<file path="config.mk">
export PLATFORM = sky130hd
export DESIGN_NAME = twc_timer_waveform_control
export DESIGN_NICKNAME = d
export VERILOG_FILES = /design/src/twc_pkg.sv /design/src/twc_timer_waveform_control.sv
export VERILOG_INCLUDE_DIRS = /design/src
export SDC_FILE = /design/constraint.sdc
export NUM_CORES = 1
export LEC_CHECK = 0
export ABC_AREA = 0
export BUFFER_PORTS_ARGS = -buffer_cell sky130_fd_sc_hd__clkbuf_2
export CAP_MARGIN = 20
export CORE_MARGIN = 2
export CORE_UTILIZATION = 40
export DETAILED_ROUTE_END_ITERATION = 10
export HOLD_SLACK_MARGIN = 0.03
export PLACE_DENSITY = 0.65
export SYNTH_ARGS = -nofsm -noshare
export SYNTH_HDL_FRONTEND = slang
export SYNTH_SLANG_ARGS = --single-unit
</file>
<file path="constraint.sdc">
create_clock -name clk -period 2.15 [get_ports clk]
set_input_delay 0.1075 -clock clk [delete_from_list [all_inputs] [get_ports clk]]
set_output_delay 0.1075 -clock clk [all_outputs]
set_load 0.005 [all_outputs]
</file>
<file path="src/twc_map.svh">
/*
 * Register offsets, field positions, reset values and fixed counts of the
 * timer waveform control block.
 * Assumes it is included by bare name wherever these names are needed.
 */
`ifndef TWC_MAP_SVH
`define TWC_MAP_SVH

// ----------------------------------------------------------------------
// Register offsets
// ----------------------------------------------------------------------
`define TWC_OFF_CTRL 2'h0
`define TWC_OFF_COUNT 2'h1
`define TWC_OFF_COMPARE 2'h2
`define TWC_OFF_FLAGS 2'h3

// ----------------------------------------------------------------------
// Control register fields
// ----------------------------------------------------------------------
`define TWC_BIT_FORCE 7
`define TWC_BIT_WAVE_LOW 6
`define TWC_BIT_OUT_HIGH 5
`define TWC_BIT_OUT_LOW 4
`define TWC_BIT_WAVE_HIGH 3
`define TWC_CS_MSB 2

// ----------------------------------------------------------------------
// Flag register fields
// ----------------------------------------------------------------------
`define TWC_BIT_OVF 0
`define TWC_BIT_CMPF 1

// ----------------------------------------------------------------------
// Reset values and counter limits
// ----------------------------------------------------------------------
`define TWC_RST_CTRL 8'h00
`define TWC_RST_BYTE 8'h00
`define TWC_MAX 8'hff
`define TWC_PRE_W 10
`define TWC_PC_PERIOD 510

`endif

</file>
<file path="src/twc_pkg.sv">
/*
 * Types of the timer waveform control block.
 * Assumes twc_map.svh sits beside it.
 */
`include "twc_map.svh"

package twc_pkg;

   typedef enum logic [1:0] {
      TWC_NORMAL = 2'b00,
      TWC_PHASE = 2'b01,
      TWC_CTC = 2'b10,
      TWC_FAST = 2'b11
   } twc_wave_e;

   typedef struct packed {
      logic [1:0] addr;
      logic [7:0] wdata;
      logic wr;
      logic rd;
   } twc_bus_s;

   typedef struct packed {
      logic out;
      logic oe;
   } twc_pin_s;

   typedef struct packed {
      logic [7:0] ctrl;
      logic [7:0] cnt;
      logic [7:0] cmp_buf;
      logic [7:0] cmp_act;
      logic down;
      logic block;
      logic oc;
      logic ovf;
      logic cmpf;
      logic [`TWC_PRE_W-1:0] psc;
      logic [7:0] rdata;
      twc_pin_s pin;
   } twc_state_s;

endpackage

</file>
<file path="src/twc_timer_waveform_control.sv">
/*
 * 8-bit timer/counter with one compare channel: counting modes, waveform
 * generation, force-compare strobe and pin routing, with register port.
 * Assumes a register master on a plain strobe port, synchronous inputs,
 * and a port data/direction pair from the surrounding I/O port.
 */
// Operation
// - Mode 1 counts up then down repeatedly
// - Phase mode: clear on up, set on down
// - Counter holds 0xFF one tick, then down
// - Phase mode: overflow flag set at bottom
// - Phase mode output: 2 normal, 3 inverted
// - Compare zero/max gives constant low/high
// - At max, output takes up-match result, down-match if compare is max
// - Missed up-match still applied at top
// - Phase period is 510 ticks
// - Prescale 1,8,32,64,128,256,1024
// - Tick is an enable on the clock
// - Force strobe applies compare action immediately, in the non-PWM modes only
// - Force: no flag, no clear, reads zero
// - Mode bits at 3 and 6, codes
// - Compare load and overflow point per mode
// - Output mode nonzero routes compare to pin
// - Non-PWM: off, toggle, clear, set
// - Fast PWM: clear/set match, opposite bottom
// - Compare at top: act at top instead
// - Output mode change acts at match
// - Clock select zero stops the counter

`timescale 1ns/1ns
`include "twc_map.svh"

module twc_timer_waveform_control
   import twc_pkg::*;
#(
   parameter int PRE_W = `TWC_PRE_W
) (
   // Clock and reset
   input wire logic clk,
   input wire logic rst_b,
   // Register port
   input twc_bus_s bus,
   output logic [7:0] rdata,
   // I/O port function sharing the pin
   input wire logic port_data,
   input wire logic port_dir,
   // Pin and flags
   output twc_pin_s pin,
   output logic overflow_flag,
   output logic compare_flag
);

   // ----------------------------------------------------------------------
   // Helpers
   // ----------------------------------------------------------------------
   // Match action: 1 toggle, 2 clear, 3 set, 0 keep
   function automatic logic twc_act(input logic [1:0] com, input logic oc);
      logic r;
      r = oc;
      case (com)
         2'b01: r = ~oc;
         2'b10: r = 1'b0;
         2'b11: r = 1'b1;
         default: r = oc;
      endcase
      return r;
   endfunction

   // Timer tick from the free-running prescaler
   function automatic logic twc_tick(input logic [2:0] cs,
                                     input logic [PRE_W-1:0] p);
      logic t;
      t = 1'b0;
      case (cs)
         3'h1: t = 1'b1;
         3'h2: t = &p[2:0];
         3'h3: t = &p[4:0];
         3'h4: t = &p[5:0];
         3'h5: t = &p[6:0];
         3'h6: t = &p[7:0];
         3'h7: t = &p[9:0];
         default: t = 1'b0;
      endcase
      return t;
   endfunction

   // ----------------------------------------------------------------------
   // State
   // ----------------------------------------------------------------------
   twc_state_s st_reg;
   twc_state_s st_next;
   twc_wave_e wave;
   logic [1:0] com;
   logic tick;
   logic match;
   logic wr_ctrl;
   logic wr_cnt;
   logic wr_cmp;
   logic wr_flags;
   logic force_hit;

   assign wave = twc_wave_e'({st_reg.ctrl[`TWC_BIT_WAVE_HIGH],
                              st_reg.ctrl[`TWC_BIT_WAVE_LOW]});
   assign com = st_reg.ctrl[`TWC_BIT_OUT_HIGH:`TWC_BIT_OUT_LOW];
   assign tick = twc_tick(st_reg.ctrl[`TWC_CS_MSB:0], st_reg.psc);
   assign match = (st_reg.cnt == st_reg.cmp_act) && !st_reg.block;
   assign wr_ctrl = bus.wr && (bus.addr == `TWC_OFF_CTRL);
   assign wr_cnt = bus.wr && (bus.addr == `TWC_OFF_COUNT);
   assign wr_cmp = bus.wr && (bus.addr == `TWC_OFF_COMPARE);
   assign wr_flags = bus.wr && (bus.addr == `TWC_OFF_FLAGS);
   // Strobe only honoured in the non-PWM modes being written
   assign force_hit = wr_ctrl && bus.wdata[`TWC_BIT_FORCE]
                      && !bus.wdata[`TWC_BIT_WAVE_LOW];

   // ----------------------------------------------------------------------
   // Next state
   // ----------------------------------------------------------------------
   always_comb begin
      st_next = st_reg;
      st_next.psc = st_reg.psc + 1'b1;
      if (wr_flags) begin
         st_next.ovf = st_reg.ovf & ~bus.wdata[`TWC_BIT_OVF];
         st_next.cmpf = st_reg.cmpf & ~bus.wdata[`TWC_BIT_CMPF];
      end
      if (wave == TWC_NORMAL || wave == TWC_CTC) begin
         st_next.cmp_act = st_reg.cmp_buf;
      end
      // Counter only advances on enabled clock edges
      if (tick) begin
         st_next.block = 1'b0;
         if (match) begin
            st_next.cmpf = 1'b1;
         end
         case (wave)
            TWC_NORMAL: begin
               st_next.cnt = st_reg.cnt + 8'h01;
               if (st_reg.cnt == `TWC_MAX) begin
                  st_next.ovf = 1'b1;
               end
               if (match) begin
                  st_next.oc = twc_act(com, st_reg.oc);
               end
            end
            TWC_CTC: begin
               if (match) begin
                  st_next.cnt = 8'h00;
                  st_next.oc = twc_act(com, st_reg.oc);
               end else begin
                  st_next.cnt = st_reg.cnt + 8'h01;
                  if (st_reg.cnt == `TWC_MAX) begin
                     st_next.ovf = 1'b1;
                  end
               end
            end
            TWC_FAST: begin
               st_next.cnt = st_reg.cnt + 8'h01;
               if (st_reg.cnt == `TWC_MAX) begin
                  st_next.ovf = 1'b1;
                  st_next.cmp_act = st_reg.cmp_buf;
                  if (com[1] && st_reg.cmp_act == `TWC_MAX) begin
                     st_next.oc = twc_act(com, st_reg.oc);
                  end else if (com[1]) begin
                     st_next.oc = twc_act(com ^ 2'b01, st_reg.oc);
                  end else if (match) begin
                     st_next.oc = twc_act(com, st_reg.oc);
                  end
               end else if (match) begin
                  st_next.oc = twc_act(com, st_reg.oc);
               end
            end
            TWC_PHASE: begin
               if (!st_reg.down) begin
                  if (st_reg.cnt == `TWC_MAX) begin
                     st_next.down = 1'b1;
                     st_next.cnt = st_reg.cnt - 8'h01;
                     st_next.cmp_act = st_reg.cmp_buf;
                     if (com[1] && st_reg.cmp_buf == `TWC_MAX) begin
                        st_next.oc = twc_act(com ^ 2'b01, st_reg.oc);
                     end else if (com[1]) begin
                        st_next.oc = twc_act(com, st_reg.oc);
                     end
                  end else begin
                     st_next.cnt = st_reg.cnt + 8'h01;
                     if (match && com[1]) begin
                        st_next.oc = twc_act(com, st_reg.oc);
                     end
                  end
               end else begin
                  if (st_reg.cnt == 8'h00) begin
                     st_next.down = 1'b0;
                     st_next.cnt = 8'h01;
                     // Bottom counts as up slope: compare zero stays low
                     if (match && com[1]) begin
                        st_next.oc = twc_act(com, st_reg.oc);
                     end
                  end else begin
                     st_next.cnt = st_reg.cnt - 8'h01;
                     if (st_reg.cnt == 8'h01) begin
                        st_next.ovf = 1'b1;
                     end
                     if (match && com[1]) begin
                        st_next.oc = twc_act(com ^ 2'b01, st_reg.oc);
                     end
                  end
               end
            end
            default: st_next.cnt = st_reg.cnt;
         endcase
      end
      // Control, count and compare writes win over counting; a flag set by counting wins over a flag clear
      if (wr_ctrl) begin
         st_next.ctrl = {1'b0, bus.wdata[6:0]};
         if (bus.wdata[`TWC_BIT_WAVE_LOW]) begin
            st_next.cmp_act = st_reg.cmp_act;
         end else begin
            st_next.down = 1'b0;
         end
      end
      if (force_hit) begin
         st_next.oc = twc_act(bus.wdata[`TWC_BIT_OUT_HIGH:`TWC_BIT_OUT_LOW],
                              st_reg.oc);
      end
      if (wr_cnt) begin
         st_next.cnt = bus.wdata;
         st_next.block = 1'b1;
      end
      if (wr_cmp) begin
         st_next.cmp_buf = bus.wdata;
      end
      st_next.rdata = `TWC_RST_BYTE;
      if (bus.rd) begin
         case (bus.addr)
            `TWC_OFF_CTRL: st_next.rdata = {1'b0, st_reg.ctrl[6:0]};
            `TWC_OFF_COUNT: st_next.rdata = st_reg.cnt;
            `TWC_OFF_COMPARE: st_next.rdata = st_reg.cmp_buf;
            `TWC_OFF_FLAGS: st_next.rdata = {6'h00, st_reg.cmpf, st_reg.ovf};
            default: st_next.rdata = `TWC_RST_BYTE;
         endcase
      end
      // Pin takes the compare output whenever the output mode is nonzero
      st_next.pin.out = (st_next.ctrl[`TWC_BIT_OUT_HIGH:`TWC_BIT_OUT_LOW] != 2'b00)
                        ? st_next.oc : port_data;
      st_next.pin.oe = port_dir;
   end

   // ----------------------------------------------------------------------
   // Registers
   // ----------------------------------------------------------------------
   always_ff @(posedge clk or negedge rst_b) begin
      if (!rst_b) begin
         st_reg <= '0;
         st_reg.ctrl <= `TWC_RST_CTRL;
      end else begin
         st_reg <= st_next;
      end
   end

   assign rdata = st_reg.rdata;
   assign pin = st_reg.pin;
   assign overflow_flag = st_reg.ovf;
   assign compare_flag = st_reg.cmpf;

   logic quiet;
   assign quiet = !bus.wr;
endmodule

</file>
==> results.toml <==
[run_status]
outcome = "finished with violations"
violations = "negative setup slack"

[finish]
num-nets-final = 516
largest_reg_flops = 42
n_antenna_cell = 0
nFillCells = 909
instances_no_fill = 623
drive_gt1_share_pct = 31.4
syn2layout_area_growth_pct = 23.3

[detailed_routing]
drt-pass1-iter-count = 4
ant_nets = 0
avgRoutedWirePerCell_um = 18.2
viasPerCell = 5.84
drt_iter0_drc = 319
drc = 0
dr_total_vias = 3639
wirelength_mm = 11.4

[placement]
dp_hpwl_mm = 7.93
dp_slack_ps = -117
place.gp.congestion = 0.916
dp_cells = 605
portBuffers = 27

[global_route]
grt_antenna_before_repair = 0
grt_overflow = 0
grt_pass1_wl_mm = 17.8
grt_pass1_vias = 3521
track_usage_pct = 21.6
grt_max_degree = 57

[clock_tree]
numCtsBuffers = 5
cts_tree = "yes"
clk_pin_slew_worst_paths_ps = 110
cts_buffer_depth = 2
numClockSinks = 56
clk-insertion-delay-late_ps = 310
root_buffer = "clkbuf_8"
htree_levels = 2

[critical_path]
critPathLaunchType = "flop"
cp_max_fo = 6
crit_arrival_ps = 2410
ff2ff_setup_slack_ps = -20
end_kind = "flop"
critical_path_class = "reg -> reg"
required_ps = 2390

[floorplanning]
pin_count = 28
die-area_um2 = 10600
start_util_pct = 40.5
num_rows = 36
core_area_um2 = 9640
dieWidth_um = 103
fp.dieH_um = 103

[timing]
worstMarginPinSlew_ps = 725
max_clock_freq_mhz = 461
period_minus_slack_ps = 2170
skew_ps = 9.07
rsz0062_at_grt = "yes"
slew_violations = 0
hold_viol = 0
finalSetupViolCount = 1
fin_ws_ps = -20.1
relSlewSlack_pct = 51.7
period_share_pct = 101

[pwr]
vdd_drop_max_uv = 406
powerDensity_nw_per_um2 = 995
p_leak_nw = 1.98

[synth]
synth_nets = 466
seq_area_frac_synth_pct = 35.9
syn_avg_cell_area_um2 = 8.90
ys.flop_type = "dfrtp_1"
synthDistinctLibCells = 58
syn-cell-area_um2 = 3910
synthCells = 439
synth_enable_flop_cells = 0
synthArstFlopShare_pct = 100
ys_ff_latch = 56
yosysWarnings = 0

[worst_hold_path]
hold_path.class = "in -> reg"

[run]
maxCapViolations = 0
[final timing paths]
check                                     start                      to  depth (start not counted)
max                        st_reg[11]$_DFF_PN0_        pin[1]$_DFF_PN0_                         10
min                                      bus[3]  st_reg[42]$_DFFE_PN0P_                          3
max reg2reg                st_reg[11]$_DFF_PN0_        pin[1]$_DFF_PN0_                         10
min reg2reg                st_reg[19]$_DFF_PN0_    st_reg[19]$_DFF_PN0_                          1
max in group asynchronous                 rst_b  st_reg[44]$_DFFE_PN0P_                          3
min in group asynchronous                 rst_b      rdata[2]$_DFF_PN0_                          3
[where the power goes]
group	internal (mW)	switching, mW
clock network	0.233	0.375
logic	1.18	1.29
registers	1.31	0.411
total	2.71	2.08
[routing by layer]
| metal | routed length, um | part of all wire [%] | global-route usage, % | vias up |
|---|---|---|---|---|
| met4 | 162 | 1.4 | 4.76 | 0 |
| met3 | 614 | 5.4 | 2.31 | 13 |
| met1 | 5110 | 45 | 29.7 | 1798 |
| met2 | 5480 | 48 | 37.0 | 144 |
| li1 | - | - | - | 1684 |
| met5 | 0 | 0 | 0 | - |
[final cells by class]
| cell class | instances | area, um^2 | area share (%) |
|---|---|---|---|
| multi-input cells | 331 | 2500 | 51.8 |
| clock buffers | 5 | 68.8 | 1.43 |
| inverters | 12 | 47.5 | 0.987 |
| repair buffers | 83 | 612 | 12.7 |
| well taps | 133 | 166 | 3.46 |
| flip-flops and latches | 56 | 1400 | 29.2 |
| clock inverters | 3 | 21.3 | 0.442 |
[layout by cell type, fill, tap and decap left out, types with 3 or more instances in the layout]
master / Yosys / final
and2_1: 7 / 7
and3_1: 6 / 5
ha_4: 0 / 3
o21ai_1: 12 / 13
nand2b_1: 3 / 3
o21ai_0: 25 / 23
nor3_1: 7 / 5
mux2i_1: 15 / 9
a22oi_1: 10 / 10
inv_1: 12 / 10
xnor2_1: 8 / 8
buf_4: 11 / 45
a21oi_1: 23 / 20
o21a_1: 7 / 7
nand2_1: 45 / 43
or2_1: 3 / 3
buf_6: 3 / 7
nor2b_1: 4 / 4
mux2i_2: 0 / 6
nor2_1: 33 / 32
dfrtp_1: 56 / 54
clkbuf_2: 0 / 27
a31oi_1: 7 / 7
nand3_1: 12 / 9
nand4_1: 11 / 11
o221ai_1: 10 / 8
xor2_1: 13 / 13
mux2_2: 11 / 11
clkbuf_8: 0 / 5
ha_1: 11 / 6
nand3_2: 2 / 3
nor4_1: 4 / 4
[cell families (layout without fill, tap and decap cells)]
family                     after synthesis  in the layout  share of synthesized area (%)
buffers and inverters                   52            103                           6.95
xor gates and xnor gates                21             21                           4.71
DFF                                     56             56                           35.9
AOI/OAI and AO/OA                      115            115                           19.2
muxes                                   31             31                           9.51
and+or+nand+nor                        153            153                           20.3
adders and majority gates               11             11                           3.52
[synthesized netlist by cell type (all sizes together), types with 2 or more instances]
master | number | share of area (%)
a2111oi | 2 | 0.45
a21boi | 3 | 0.58
a21oi | 23 | 2.9
a221oi | 3 | 0.67
a22oi | 10 | 1.9
a31oi | 7 | 1.1
and2 | 7 | 1.1
and3 | 6 | 0.96
buf | 26 | 4.5
clkbuf | 14 | 1.3
dfrtp | 56 | 36
ha | 11 | 3.5
inv | 12 | 1.2
mux2 | 13 | 3.9
mux2i | 16 | 4.4
mux4 | 2 | 1.2
nand2 | 45 | 4.3
nand2b | 3 | 0.48
nand3 | 14 | 2.1
nand4 | 11 | 1.8
nor2 | 34 | 3.3
nor2b | 4 | 0.64
nor3 | 7 | 0.90
nor3b | 3 | 0.86
nor4 | 8 | 1.9
o211ai | 3 | 0.70
o21a | 7 | 1.3
o21ai | 37 | 4.7
o221ai | 10 | 2.2
o22ai | 2 | 0.32
or2 | 4 | 0.64
or3 | 3 | 0.48
or4 | 2 | 0.38
xnor2 | 8 | 1.8
xor2 | 13 | 2.9
[timing repair]
item	in CTS	in global routing
buffers inserted	3	5
endpoints found under the hold margin	57	0
hold buffers	2	0
resized for setup	6	57
setup endpoints to repair	9	20
pin swaps	1	20
[worst max-delay path: stages (launching register included)]
cell      delay (ps)
dfrtp_1          360
ha_2             170
and3_4           200
ha_4             130
inv_4             30
a311oi_4         230
a41o_1           220
buf_6            160
nor2_4            40
or3_4            390
o22ai_2          170
[metrics by stage]
step                cell area [um^2]  setup TNS (ps)  util [%]  power (mW)  hold WS [ps]
detailed placement              4340            -284      45.0        3.74           217
global route                    4820           -1030      50.0        5.09          68.0
global placement                4340           -51.6      45.0        3.69           216
floorplan                       3910               0         -        3.04          -188
CTS                             4510           -14.6      46.8        4.41          51.3
finish                          4820           -20.1      50.0        4.79          61.6
Power figures use the tool's default switching activity.
